### config.mk
export PLATFORM = sky130hd
export DESIGN_NAME = dcrc_engine
export DESIGN_NICKNAME = d
export VERILOG_FILES = /design/src/logic/dcrc_pkg.sv /design/src/logic/dcrc_byte_step.sv /design/src/logic/dcrc_engine.sv
export SDC_FILE = /design/constraint.sdc
export NUM_CORES = 1
export LEC_CHECK = 0
export BUFFER_PORTS_ARGS = -buffer_cell sky130_fd_sc_hd__buf_2
export CAP_MARGIN = 10
export CELL_PAD_IN_SITES_DETAIL_PLACEMENT = 0
export CELL_PAD_IN_SITES_GLOBAL_PLACEMENT = 1
export CORE_MARGIN = 2
export CORE_UTILIZATION = 39
export DETAILED_ROUTE_END_ITERATION = 6
export HOLD_SLACK_MARGIN = 0.03
export PLACE_DENSITY_LB_ADDON = 0.1
export SYNTH_ARGS = -nofsm -noshare
export SYNTH_HDL_FRONTEND = slang
export SYNTH_SLANG_ARGS = --single-unit
### constraint.sdc
create_clock -name hclk -period 2.6 [get_ports hclk]
set_input_delay 0.52 -clock hclk [delete_from_list [all_inputs] [get_ports hclk]]
set_output_delay 0.52 -clock hclk [all_outputs]
set_load 0.02 [all_outputs]
### src/logic/dcrc_pkg.sv
package dcrc_pkg;

  // Register indexes; byte address is four times the index
  localparam logic [5:0] IDX_CONTROL = 6'h00;
  localparam logic [5:0] IDX_SETUP = 6'h02;
  localparam logic [5:0] IDX_DATA = 6'h04;
  localparam logic [5:0] IDX_RESULT = 6'h08;
  localparam logic [5:0] IDX_FLAGS = 6'h0c;
  localparam logic [5:0] IDX_HALT = 6'h0d;
  localparam logic [5:0] IDX_SERVICE = 6'h0e;
  localparam logic [5:0] IDX_SOFT = 6'h10;

  // Control register bits
  localparam int CTL_SOFT_RESET = 0;
  localparam int CTL_DMA_ENABLE = 1;
  localparam int CTL_CRC_ENABLE = 2;

  // Setup register fields
  localparam int SETUP_BEAT_LSB = 0;
  localparam int SETUP_POLY_LSB = 2;
  localparam int SETUP_SRC_LSB = 8;

  // Flag register bits
  localparam int FLAG_BUSY = 0;
  localparam int FLAG_ZERO = 1;

  // Service level field positions
  localparam int SVC_WB_LSB = 0;
  localparam int SVC_FETCH_LSB = 2;
  localparam int SVC_DATA_LSB = 4;

  localparam logic [7:0] SERVICE_RESET = 8'h15;
  localparam logic [31:0] WORD_RESET = 32'h0000_0000;
  localparam int CHANNELS = 12;

  // Source codes
  localparam logic [5:0] SRC_NONE = 6'h00;
  localparam logic [5:0] SRC_BUS = 6'h01;

  // Polynomial codes and generators
  localparam logic [1:0] POLY_CRC16 = 2'h0;
  localparam logic [1:0] POLY_CRC32 = 2'h1;
  localparam logic [15:0] GEN_CRC16 = 16'h1021;
  localparam logic [31:0] GEN_CRC32 = 32'h04c1_1db7;

  // Beat size codes
  localparam logic [1:0] BEAT_BYTE = 2'h0;
  localparam logic [1:0] BEAT_HALF = 2'h1;
  localparam logic [1:0] BEAT_WORD = 2'h2;

  typedef enum logic [0:0] {ENG_IDLE, ENG_RUN} dcrc_eng_state_t;

  typedef struct packed {
    logic sel;
    logic write;
    logic [5:0] idx;
  } dcrc_dphase_t;

  typedef struct packed {
    logic valid;
    logic [3:0] channel;
    logic [1:0] size;
    logic [31:0] data;
  } dcrc_beat_t;

endpackage : dcrc_pkg

### src/logic/dcrc_byte_step.sv
`timescale 1ns/10ps
// One byte of CRC, most significant data bit first
module dcrc_byte_step (
  input wire logic [31:0] crc_in,
  input wire logic [7:0] data_byte,
  input wire logic use_32,
  output logic [31:0] crc_out
);
  always_comb begin
    logic [31:0] c;
    logic fb;
    c = crc_in;
    fb = 1'b0;
    for (int i = 7; i >= 0; i--) begin
      if (use_32) begin
        fb = c[31] ^ data_byte[i];
        c = {c[30:0], 1'b0} ^ (fb ? dcrc_pkg::GEN_CRC32 : 32'h0000_0000);
      end else begin
        fb = c[15] ^ data_byte[i];
        c = {16'h0000, c[14:0], 1'b0} ^ {16'h0000, (fb ? dcrc_pkg::GEN_CRC16 : 16'h0000)};
      end
    end
    crc_out = c;
  end
endmodule : dcrc_byte_step

### src/logic/dcrc_engine.sv
`timescale 1ns/10ps
module dcrc_engine (
  input wire logic hclk,
  input wire logic hresetn,
  input wire logic hsel,
  input wire logic [31:0] haddr,
  input wire logic [1:0] htrans,
  input wire logic hwrite,
  input wire logic [2:0] hsize,
  input wire logic [31:0] hwdata,
  input wire logic hready,
  output logic hreadyout,
  output logic hresp,
  output logic [31:0] hrdata,
  input wire logic debug_halt,
  input wire logic [11:0] channel_enabled,
  input wire logic [11:0] channel_request_pending,
  input wire dcrc_pkg::dcrc_beat_t chan_beat,
  output logic chan_beat_ready,
  output logic dma_enable,
  output logic crc_enable,
  output logic controller_halted,
  output logic [1:0] data_master_service,
  output logic [1:0] fetch_master_service,
  output logic [1:0] writeback_master_service,
  output logic [11:0] soft_request_pulse
);

  dcrc_pkg::dcrc_dphase_t dphase;
  dcrc_pkg::dcrc_eng_state_t eng_state;
  logic read_done;
  logic [5:0] crc_input_source;
  logic [1:0] polynomial_select;
  logic [1:0] input_beat_width;
  logic [31:0] crc_input_word;
  logic [31:0] crc_run;
  logic [31:0] shift_data;
  logic [2:0] bytes_left;
  logic crc_in_progress_flag;
  logic result_is_zero_flag;
  logic run_while_halted;
  logic [5:0] service;
  logic [11:0] channel_soft_request;
  logic chan_en_prev;

  wire addr_take = hsel & htrans[1] & hready;
  wire engine_running = (eng_state == dcrc_pkg::ENG_RUN);
  // Writes wait for the engine so a beat is never dropped mid-update
  wire write_stall = dphase.sel & dphase.write & engine_running;
  wire read_stall = dphase.sel & ~dphase.write & ~read_done;
  wire wr_ok = dphase.sel & dphase.write & ~engine_running;
  wire wr_control = wr_ok & (dphase.idx == dcrc_pkg::IDX_CONTROL);
  wire wr_setup = wr_ok & (dphase.idx == dcrc_pkg::IDX_SETUP);
  wire wr_data = wr_ok & (dphase.idx == dcrc_pkg::IDX_DATA);
  wire wr_result = wr_ok & (dphase.idx == dcrc_pkg::IDX_RESULT);
  wire wr_flags = wr_ok & (dphase.idx == dcrc_pkg::IDX_FLAGS);
  wire wr_halt = wr_ok & (dphase.idx == dcrc_pkg::IDX_HALT);
  wire wr_service = wr_ok & (dphase.idx == dcrc_pkg::IDX_SERVICE);
  wire wr_soft = wr_ok & (dphase.idx == dcrc_pkg::IDX_SOFT);

  wire soft_reset_hit = wr_control & hwdata[dcrc_pkg::CTL_SOFT_RESET] & ~dma_enable & ~crc_enable;
  wire halted = debug_halt & ~run_while_halted;
  wire use_32 = (polynomial_select == dcrc_pkg::POLY_CRC32);
  wire src_is_bus = (crc_input_source == dcrc_pkg::SRC_BUS);
  wire src_is_chan = crc_input_source[5];
  wire [4:0] src_chan = crc_input_source[4:0];
  wire sel_chan_en = src_is_chan & (src_chan < 5'd12) & channel_enabled[src_chan[3:0]];
  wire protect_ok = ~dma_enable;
  wire [5:0] new_source = hwdata[dcrc_pkg::SETUP_SRC_LSB +: 6];
  // Source stays locked while a run is in progress
  wire setup_take = wr_setup & protect_ok & ~crc_in_progress_flag;

  logic [2:0] beat_bytes;
  always_comb begin
    case (input_beat_width)
      dcrc_pkg::BEAT_BYTE: beat_bytes = 3'd1;
      dcrc_pkg::BEAT_HALF: beat_bytes = 3'd2;
      dcrc_pkg::BEAT_WORD: beat_bytes = 3'd4;
      default: beat_bytes = 3'd0;
    endcase
  end

  logic [2:0] chan_bytes;
  always_comb begin
    case (chan_beat.size)
      dcrc_pkg::BEAT_BYTE: chan_bytes = 3'd1;
      dcrc_pkg::BEAT_HALF: chan_bytes = 3'd2;
      dcrc_pkg::BEAT_WORD: chan_bytes = 3'd4;
      default: chan_bytes = 3'd0;
    endcase
  end

  wire bus_beat = wr_data & crc_enable & src_is_bus;
  wire chan_match = src_is_chan & ({1'b0, chan_beat.channel} == src_chan);
  assign chan_beat_ready = ~engine_running & ~halted & ~dphase.sel;
  wire chan_take = chan_beat.valid & chan_beat_ready & crc_enable & chan_match;

  logic [31:0] step_out;
  dcrc_byte_step u_step (
    .crc_in(crc_run),
    .data_byte(shift_data[7:0]),
    .use_32(use_32),
    .crc_out(step_out)
  );

  // Bit reversal of the running value for read, and of the write data for preset
  logic [31:0] run_rev;
  logic [31:0] wdata_rev;
  for (genvar b = 0; b < 32; b++) begin : g_rev
    assign run_rev[b] = crc_run[31 - b];
    assign wdata_rev[b] = hwdata[31 - b];
  end

  wire [31:0] result_view = use_32 ? run_rev : {16'h0000, crc_run[15:0]};
  wire result_zero = (result_view == dcrc_pkg::WORD_RESET);

  // Busy flag; a setting event wins over a clear in the same cycle
  logic next_busy;
  always_comb begin
    next_busy = crc_in_progress_flag;
    if (src_is_bus) begin
      if (wr_flags & hwdata[dcrc_pkg::FLAG_BUSY]) next_busy = 1'b0;
      if (bus_beat) next_busy = 1'b1;
    end else if (src_is_chan) begin
      if (chan_en_prev & ~sel_chan_en) next_busy = 1'b0;
      if (~chan_en_prev & sel_chan_en) next_busy = 1'b1;
    end
  end
  wire run_complete = crc_in_progress_flag & ~next_busy;

  always_ff @(posedge hclk or negedge hresetn) begin
    if (!hresetn) begin
      dphase <= '0;
    end else if (hready) begin
      dphase <= '{sel: addr_take, write: hwrite, idx: haddr[7:2]};
    end
  end

  logic [31:0] read_mux;
  always_comb begin
    read_mux = dcrc_pkg::WORD_RESET;
    case (dphase.idx)
      dcrc_pkg::IDX_CONTROL: read_mux = {29'h0, crc_enable, dma_enable, 1'b0};
      dcrc_pkg::IDX_SETUP: read_mux = {18'h0, crc_input_source, 4'h0, polynomial_select, input_beat_width};
      dcrc_pkg::IDX_DATA: read_mux = crc_input_word;
      dcrc_pkg::IDX_RESULT: read_mux = result_view;
      dcrc_pkg::IDX_FLAGS: read_mux = {30'h0, result_is_zero_flag, crc_in_progress_flag};
      dcrc_pkg::IDX_HALT: read_mux = {31'h0, run_while_halted};
      dcrc_pkg::IDX_SERVICE: read_mux = {26'h0, service};
      dcrc_pkg::IDX_SOFT: read_mux = {20'h0, channel_soft_request};
      default: read_mux = dcrc_pkg::WORD_RESET;
    endcase
  end

  // Reads always take one wait state so hrdata comes from a flop
  always_ff @(posedge hclk or negedge hresetn) begin
    if (!hresetn) begin
      hrdata <= dcrc_pkg::WORD_RESET;
      read_done <= 1'b0;
    end else if (read_stall) begin
      hrdata <= read_mux;
      read_done <= 1'b1;
    end else begin
      read_done <= 1'b0;
    end
  end

  assign hreadyout = ~(write_stall | read_stall);
  assign hresp = 1'b0;

  always_ff @(posedge hclk or negedge hresetn) begin
    if (!hresetn) begin
      dma_enable <= 1'b0;
      crc_enable <= 1'b0;
    end else if (soft_reset_hit) begin
      dma_enable <= 1'b0;
      crc_enable <= 1'b0;
    end else if (wr_control) begin
      dma_enable <= hwdata[dcrc_pkg::CTL_DMA_ENABLE];
      // A disable is refused while a run is in progress
      crc_enable <= hwdata[dcrc_pkg::CTL_CRC_ENABLE] | (crc_enable & crc_in_progress_flag);
    end
  end

  always_ff @(posedge hclk or negedge hresetn) begin
    if (!hresetn) begin
      crc_input_source <= dcrc_pkg::SRC_NONE;
      polynomial_select <= dcrc_pkg::POLY_CRC16;
      input_beat_width <= dcrc_pkg::BEAT_BYTE;
    end else if (soft_reset_hit) begin
      crc_input_source <= dcrc_pkg::SRC_NONE;
      polynomial_select <= dcrc_pkg::POLY_CRC16;
      input_beat_width <= dcrc_pkg::BEAT_BYTE;
    end else if (setup_take) begin
      crc_input_source <= new_source;
      polynomial_select <= hwdata[dcrc_pkg::SETUP_POLY_LSB +: 2];
      input_beat_width <= hwdata[dcrc_pkg::SETUP_BEAT_LSB +: 2];
    end
  end

  always_ff @(posedge hclk or negedge hresetn) begin
    if (!hresetn) begin
      crc_input_word <= dcrc_pkg::WORD_RESET;
    end else if (soft_reset_hit) begin
      crc_input_word <= dcrc_pkg::WORD_RESET;
    end else if (wr_data) begin
      crc_input_word <= hwdata;
    end
  end

  // Byte engine
  always_ff @(posedge hclk or negedge hresetn) begin
    if (!hresetn) begin
      eng_state <= dcrc_pkg::ENG_IDLE;
      crc_run <= dcrc_pkg::WORD_RESET;
      shift_data <= dcrc_pkg::WORD_RESET;
      bytes_left <= 3'd0;
    end else if (soft_reset_hit) begin
      eng_state <= dcrc_pkg::ENG_IDLE;
      crc_run <= dcrc_pkg::WORD_RESET;
      shift_data <= dcrc_pkg::WORD_RESET;
      bytes_left <= 3'd0;
    end else begin
      case (eng_state)
        dcrc_pkg::ENG_IDLE: begin
          if (wr_result & protect_ok) begin
            crc_run <= use_32 ? wdata_rev : {16'h0000, hwdata[15:0]};
          end else if (bus_beat && beat_bytes != 3'd0) begin
            shift_data <= hwdata;
            bytes_left <= beat_bytes;
            eng_state <= dcrc_pkg::ENG_RUN;
          end else if (chan_take && chan_bytes != 3'd0) begin
            shift_data <= chan_beat.data;
            bytes_left <= chan_bytes;
            eng_state <= dcrc_pkg::ENG_RUN;
          end
        end
        dcrc_pkg::ENG_RUN: begin
          // Debug halt freezes the update mid-beat unless run_while_halted is set
          if (!halted) begin
            crc_run <= step_out;
            shift_data <= {8'h00, shift_data[31:8]};
            bytes_left <= bytes_left - 3'd1;
            if (bytes_left == 3'd1) eng_state <= dcrc_pkg::ENG_IDLE;
          end
        end
        default: eng_state <= dcrc_pkg::ENG_IDLE;
      endcase
    end
  end

  logic next_zero;
  always_comb begin
    next_zero = result_is_zero_flag;
    if (setup_take && new_source != crc_input_source) next_zero = 1'b0;
    if (run_complete & result_zero) next_zero = 1'b1;
  end

  always_ff @(posedge hclk or negedge hresetn) begin
    if (!hresetn) begin
      crc_in_progress_flag <= 1'b0;
      result_is_zero_flag <= 1'b0;
      chan_en_prev <= 1'b0;
    end else if (soft_reset_hit) begin
      crc_in_progress_flag <= 1'b0;
      result_is_zero_flag <= 1'b0;
      chan_en_prev <= 1'b0;
    end else begin
      crc_in_progress_flag <= next_busy;
      result_is_zero_flag <= next_zero;
      chan_en_prev <= sel_chan_en;
    end
  end

  // Only a full reset or a halt-register write of zero clears the run bit
  always_ff @(posedge hclk or negedge hresetn) begin
    if (!hresetn) begin
      run_while_halted <= 1'b0;
    end else if (wr_halt) begin
      run_while_halted <= hwdata[0];
    end
  end
  assign controller_halted = halted;

  always_ff @(posedge hclk or negedge hresetn) begin
    if (!hresetn) begin
      service <= dcrc_pkg::SERVICE_RESET[5:0];
    end else if (soft_reset_hit) begin
      service <= dcrc_pkg::SERVICE_RESET[5:0];
    end else if (wr_service & protect_ok) begin
      service <= hwdata[5:0];
    end
  end
  assign data_master_service = service[dcrc_pkg::SVC_DATA_LSB +: 2];
  assign fetch_master_service = service[dcrc_pkg::SVC_FETCH_LSB +: 2];
  assign writeback_master_service = service[dcrc_pkg::SVC_WB_LSB +: 2];

  // Trigger bits: write stores, a pending channel clears its bit
  always_ff @(posedge hclk or negedge hresetn) begin
    if (!hresetn) begin
      channel_soft_request <= 12'h000;
      soft_request_pulse <= 12'h000;
    end else if (soft_reset_hit) begin
      channel_soft_request <= 12'h000;
      soft_request_pulse <= 12'h000;
    end else begin
      for (int ch = 0; ch < dcrc_pkg::CHANNELS; ch++) begin
        if (wr_soft) begin
          channel_soft_request[ch] <= hwdata[ch];
        end else if (channel_request_pending[ch]) begin
          channel_soft_request[ch] <= 1'b0;
        end
        soft_request_pulse[ch] <= wr_soft & hwdata[ch] & ~channel_request_pending[ch];
      end
    end
  end

endmodule : dcrc_engine

; Word level (Yosys, flattened, before mapping)
; Cells that the tools add are included.
; Widths: inputs -> output; s select.
[word_totals]
register_bits = 187
latch_bits = 0
ramBits = 0
rom_bits = 0
input_bits = 138
output_inout_bits = 56
wordCells = 312
mem_count = 0
[op_classes]
n_addsub = 1
mul = 0
n_div = 0
order_cmp = 2
eq_ne = 20
shift = 0
mux = 106
bitwise_logic = 122
n_reduce_logical = 28
[ops]
columns = op, n
row1 = $mux 32, 20
row2 = $pmux 32 s8, 1
row3 = $xor 32x32->32, 8
row4 = $mux 27, 8
row5 = $pmux 32 s2, 2
row6 = $xor 16x16->16, 8
row7 = $mux 13, 8
row8 = $and 1x1->1, 63
row9 = $mux 1, 47
row10 = $reduce_bool 3->1, 15
row11 = $logic_not 32->1, 1
row12 = $not 1->1, 25
row13 = $eq 6x4->1 const B, 4
row14 = $mux 12, 2
row15 = $mux 6, 4
row16 = $pmux 3 s3, 2
row17 = $xor 1x1->1, 16
row18 = $mux 3, 5
row19 = $mux 2, 4
row20 = $reduce_bool 2->1, 4
row21 = $eq 2x1->1 const B, 3
row22 = $eq 6x1->1 const B, 1
row23 = $eq 6x2->1 const B, 1
row24 = $eq 6x3->1 const B, 1
row25 = 20 further kinds, 26

; Logic depth before layout (Yosys ltp)
[logic_depth]
depth_word = 35
mapped_depth = 11
mapped_depth_nobuf = 7

; Hierarchy
; Synthesis repeated with hierarchy kept, for this count alone.
[hier_totals]
hier_cells = 1233
hier_area_um2 = 11148.2
[by_module_without_submodules]
columns = module, n_inst, cells_per_inst, area_each_um2, seq_area_each_um2
row1 = dcrc_engine, 1, 1039, 9521.6, 4683.2
row2 = dcrc_byte_step, 1, 194, 1626.6, 0.0

; Worst setup path after synthesis
; Ideal clock, no wire load.
[synth_timing]
path_kind = register to register
startpoint = reg crc_input_source[3]
endpoint = reg shift_data[5]
setup_time_ns = 0.121
arrival_time_ns = 2.712
required_time_ns = 2.479
slack_ns = -0.233
stages_incl_launch_ff = 10
path_buffers = 3
cell_sequence = dfrtp_1 > buf_2 > or4b_1 > or4b_4 > a211oi_4 > a41oi_1 > a22o_1 > buf_2 > buf_2 > a22o_1
[synth_between]
elab_chain_len = 7
word_cells_on_any_way = 13
classes_between = 3 x eq/ne / 4 x mux / 3 x bitwise / 3 x reduce/logical
[synth_rtl]
columns = element, line_no
row1 = "start, declared", dcrc_engine.sv:32  ; logic [5:0] crc_input_source;
row2 = "start signal, assigned", dcrc_engine.sv:187  ; crc_input_source <= dcrc_pkg::SRC_NONE;
row3 = "start signal, assigned", dcrc_engine.sv:191  ; crc_input_source <= dcrc_pkg::SRC_NONE;
row4 = "start signal, assigned", dcrc_engine.sv:195  ; crc_input_source <= new_source;
row5 = $eq 6x1->1, dcrc_engine.sv:64  ; wire src_is_bus = (crc_input_source == dcrc_pkg::SRC_BUS);
row6 = $and 1x1->1, dcrc_engine.sv:93  ; wire bus_beat = wr_data & crc_enable & src_is_bus;
row7 = $logic_and 1x1->1, dcrc_engine.sv:228  ; end else if (bus_beat && beat_bytes != 3'd0) begin
row8 = $mux 32, dcrc_engine.sv:228
row9 = $mux 32, dcrc_engine.sv:226  ; if (wr_result & protect_ok) begin
row10 = $pmux 32 s2, dcrc_engine.sv:224  ; case (eng_state)
row11 = $mux 32, dcrc_engine.sv:218  ; end else if (soft_reset_hit) begin
row12 = "end signal, assigned", dcrc_engine.sv:221  ; shift_data <= dcrc_pkg::WORD_RESET;
row13 = "end signal, assigned", dcrc_engine.sv:229  ; shift_data <= hwdata;
row14 = "end signal, assigned", dcrc_engine.sv:233  ; shift_data <= chan_beat.data;
row15 = "end, declared", dcrc_engine.sv:37  ; logic [31:0] shift_data;
; Several ways; a longest one is shown, not always the timed one. The select of a mux whose other input is x is not followed.
; A chain may end at the register's enable or synchronous reset.

; Worst setup path in the final report
[layout_timing]
startpoint = reg crc_input_source[3]
endpoint = reg shift_data[14]
; The elaborated chain is that of the path after synthesis.

==> impl_results.rst <==
.. list-table::
   :header-rows: 1

   * - Metric
     - Value
   * - Ratio of final minimum period to clock period
     - 1.05
   * - Switch share
     - 0.404
   * - Synthesized-area fraction occupied by xor and xnor cells
     - 0.116
   * - Detailed Route Iter0 Violations
     - between 700 and 800
   * - Layout cells sized above 1
     - 0.227
   * - Vias in the first global route
     - 9447
   * - Layout-stage area growth over the synthesis result
     - 21.6%
   * - Number of register bits inferred by synthesis
     - 187
   * - Cells after DPL
     - 1727
   * - Crit end category
     - register
   * - Worst hold path type
     - input port to asynchronous set/reset pin
   * - Number of enable flip-flop cells after synthesis
     - 0
   * - Post-detailed-route wirelength per cell
     - 23.1 µm
   * - Register clock-pin slew on the reported worst setup and hold paths
     - 90 ps
   * - Total clock sinks
     - between 150 and 200
   * - Basic-gate share of the synthesized area counting and, or, nand and nor cells
     - 0.168
   * - Worst max-slew margin expressed relative to the limit
     - 0.402
   * - Run status
     - complete, but fails checks
   * - I/O Pins
     - between 150 and 200
   * - Reg-to-reg startpoint
     - crc_input_source[3]
   * - Reg2Reg Setup Slack
     - -130 ps
   * - Gate power share
     - 0.455
   * - First-pass GRT wire length
     - 60.6 mm
   * - Shortest period the worst path allows
     - 2730 ps
   * - VDD IR max
     - 0.000417 V
   * - Total of warnings raised by yosys
     - 0
   * - Horizontal die dimension
     - roughly 170 µm
   * - CTS tree
     - done
   * - Floorplan die area
     - roughly 0.029 mm²
   * - Root buffer cell
     - sky130_fd_sc_hd__clkbuf_16
   * - Static leakage power
     - 5.62 nW
   * - Yosys cell types
     - 64
   * - Number of max-slew violations in the final report
     - 0
   * - Post-route ant nets
     - 0
   * - Core Footprint
     - 0.0276 mm²
   * - Measured slew at the worst slew-check pin
     - 897 ps
   * - Setup Slack @ Placement
     - -162 ps
   * - Setup repair after global routing missed its margin
     - yes
   * - Max-cap violations
     - 0
   * - Wire length reported by the detailed router
     - between 40 and 50 mm
   * - Nature of the critical path startpoint
     - register
   * - Complex-gate fraction of the synthesized area
     - 0.179
   * - Vert. Die Dim
     - 171 µm
   * - Min setup slack post-route
     - -133 ps
   * - Fmax
     - 366 MHz
   * - Clock latency on the worst-skew pair
     - 450 ps
   * - Deepest level of the CTS H-tree
     - 4
   * - Starting utilization of the core area
     - 0.394
   * - Mean instance size in the synthesized netlist
     - 8.93 µm²
   * - Final non-filler cell total
     - 1764
   * - Total net switching power
     - 5.36 mW
   * - Hold Fails Final Rpt
     - 0
   * - Quantity of hold-fixing buffers added after cts
     - 0
   * - Quantity of I/O buffers inserted on ports
     - between 150 and 200
   * - Count of filler cells inserted in the layout
     - around 2.8k
   * - WS Path Type
     - register to register
   * - Critical Path AT
     - 3080 ps
   * - Areal power density over the cells
     - 1000 mW/mm²
   * - Total CTS buffers
     - 17
   * - Multiplexer share of the synthesized area
     - 0.0597
   * - DRC Markers
     - 0
   * - Via density
     - ~5.5
   * - Layout net count
     - 1513
   * - Worst reg2reg path endpoint
     - shift_data[14]
   * - Post-synthesis instance area
     - 0.0109 mm²
   * - Most instantiated library cell after synthesis
     - sky130_fd_sc_hd__nand2_1
   * - Number of cells on the worst reg-to-reg path
     - 8
   * - Dominant combinational cell family by area after synthesis
     - compound AO/OA/AOI/OAI gates
   * - Fraction of the mapped netlist area in adder cells
     - 0.00230
   * - Portion of total power attributed to sequential cells
     - 0.321
   * - # setup viols final
     - 32
   * - Share of total power in the clock network
     - 0.223
   * - Power Internal
     - 7.89 mW
   * - Number of vias in the routed layout
     - between 9k and 10k
   * - GRT Residual Overflow
     - 0
   * - Weighted congestion reported at the end of routability-driven placement
     - 0.954
   * - Data required time at the worst endpoint
     - between 2000 and 3000 ps
   * - Top fanout value on the critical path
     - 14
   * - Synthesized instance count
     - between 1k and 1.5k
   * - Sequential cell area fraction in the yosys report
     - 0.431
   * - Worst setup skew after layout
     - 19.0 ps
   * - HPWL Detailed
     - around 29 mm
   * - Most common library cells after synthesis
     - sky130_fd_sc_hd__nand2_1, sky130_fd_sc_hd__dfrtp_1, sky130_fd_sc_hd__a21oi_1
   * - Async set or reset register ratio after synthesis
     - 1.00
   * - Most used flip-flop cell after synthesis
     - sky130_fd_sc_hd__dfrtp_1
   * - Total inserted antenna cells
     - 0
   * - Area leader, netlist
     - sky130_fd_sc_hd__dfrtp_1
   * - Violated checks
     - negative setup slack
   * - Pre-Repair DR Iteration Count
     - 5
   * - Row Count
     - just over 60
   * - Cell types with the largest area share after synthesis
     - sky130_fd_sc_hd__dfrtp_1, sky130_fd_sc_hd__xnor2_1, sky130_fd_sc_hd__nand2_1
   * - Max Root-Sink Buffers
     - 2
   * - Fraction of post-synthesis cell area in the top cell type by area
     - 0.423
   * - Syn nets
     - 1358
   * - Number of antenna violations at the first check in global routing
     - 0
   * - Pin count of the biggest net entering global routing
     - 86
   * - GRT Overall Usage
     - 0.283
-- sequential cells by signal, indices dropped and copies added (netlist names) --
register / cells
crc_enable: 1
read_done: 1
result_is_zero_flag: 1
polynomial_select: 2
chan_en_prev: 1
crc_input_word: 32
input_beat_width: 2
run_while_halted: 1
crc_input_source: 6
channel_soft_request: 12
soft_request_pulse: 12
crc_in_progress_flag: 1
service: 6
bytes_left: 3
hrdata: 32
crc_run: 32
dma_enable: 1
dphase: 8
shift_data: 32
eng_state: 1
-- power by group through the flow --
stage          clock network, mW  registers, mW  logic (mW)
5_1_grt                     3.11           4.33        6.56
4_1_cts                     3.02           4.25        6.02
3_5_place_dp                   0           4.31        5.99
2_1_floorplan                  0           4.12        4.18
6_report                    2.96           4.26        6.04
3_3_place_gp                   0           4.30        5.98
-- layer usage --
layer / vias up / track usage / share of wire
li1: 4561 / - / -
met3: 39 / 0.0396 / 0.062
met1: 4789 / 0.415 / 0.47
met2: 358 / 0.441 / 0.46
met4: 0 / 0.0685 / 0.015
met5: - / 0 / 0
-- worst max-delay path: stages, from the launching register on --
cell and delay (ps):
sky130_fd_sc_hd__dfrtp_1 390, sky130_fd_sc_hd__or4b_4 540, sky130_fd_sc_hd__or4b_4 540, sky130_fd_sc_hd__a211oi_4 260, sky130_fd_sc_hd__buf_4 190, sky130_fd_sc_hd__clkbuf_16 190, sky130_fd_sc_hd__mux2i_1 200, sky130_fd_sc_hd__o21ai_0 90
sky130_fd_sc_hd__a22o_1 230
-- placed cells by master, fill, tap and decap left out, types with 4 or more instances in the layout --
cell type and instances:
sky130_fd_sc_hd__a221oi_1 12, sky130_fd_sc_hd__buf_4 76, sky130_fd_sc_hd__nor3b_1 17, sky130_fd_sc_hd__nor3_2 4, sky130_fd_sc_hd__inv_12 4, sky130_fd_sc_hd__nor4_1 7
sky130_fd_sc_hd__mux2i_1 48, sky130_fd_sc_hd__a21oi_1 126, sky130_fd_sc_hd__xnor2_1 98, sky130_fd_sc_hd__mux2_2 8, sky130_fd_sc_hd__o21ai_0 38, sky130_fd_sc_hd__or3_1 4
sky130_fd_sc_hd__nand3b_1 15, sky130_fd_sc_hd__nand3_1 19, sky130_fd_sc_hd__buf_2 161, sky130_fd_sc_hd__a22o_1 35, sky130_fd_sc_hd__inv_1 9, sky130_fd_sc_hd__nor2_1 70
sky130_fd_sc_hd__o31ai_1 10, sky130_fd_sc_hd__a221o_1 8, sky130_fd_sc_hd__and2_1 6, sky130_fd_sc_hd__a31oi_1 13, sky130_fd_sc_hd__o21ai_1 19, sky130_fd_sc_hd__clkbuf_16 19
sky130_fd_sc_hd__buf_12 7, sky130_fd_sc_hd__nand4_1 7, sky130_fd_sc_hd__dfrtp_1 182, sky130_fd_sc_hd__clkinv_8 4, sky130_fd_sc_hd__xor2_1 32, sky130_fd_sc_hd__and3b_1 5
sky130_fd_sc_hd__nand2_1 226, sky130_fd_sc_hd__nor3_1 7, sky130_fd_sc_hd__a22oi_1 17
-- logic make-up after synthesis --
group / after synthesis
flip-flops: 187
adder cells (fa/ha/maj): 2
AND/OR/NAND/NOR: 403
buffers and inverters: 121
multiplexers: 60
other: 1
AO/OA/AOI/OAI: 308
XOR/XNOR: 136
-- stage by stage --
stage | setup TNS [ps] | instance area (µm²) | hold WS [ps] | utilization | total power [mW]
2_1_floorplan | -4650 | 10900 | 224 | - | 8.30
3_3_place_gp | -1360 | 12500 | 435 | 0.451 | 10.3
3_5_place_dp | -2010 | 12500 | 434 | 0.451 | 10.3
4_1_cts | -1290 | 13100 | 53.0 | 0.476 | 13.3
5_1_grt | -4740 | 13200 | 72.0 | 0.478 | 14.0
6_report | -2340 | 13200 | 37.5 | 0.478 | 13.3
-- timing repair --
action,in CTS,in global routing
gates cloned,0,2
gates resized for setup,7,4
pin swaps,1,4
setup endpoints to repair,39,36
endpoints found under the hold margin,0,0
buffers inserted,0,3
-- area by class of cell --
cell class | instances | area (µm²) | share of cell area
clock buffers | 17 | 425 | 0.0322
flip-flops and latches | 187 | 4690 | 0.354
well taps | 378 | 473 | 0.0358
clock inverters | 15 | 239 | 0.0181
inverters | 9 | 33.8 | 0.00256
repair buffers | 248 | 1590 | 0.120
multi-input cells | 910 | 5770 | 0.437
-- worst max path at each step --
stage | startpoint | endpoint | cells past startpoint
after global placement | dphase[4] | crc_run[23] | 8
after CTS | crc_input_source[3] | shift_data[7] | 7
after floorplan | crc_input_source[3] | shift_data[23] | 8
after detailed placement | dphase[4] | crc_run[23] | 8
final | crc_input_source[3] | shift_data[14] | 8
after global routing | crc_input_source[3] | shift_data[19] | 8
(Power assumes the default switching activity.)
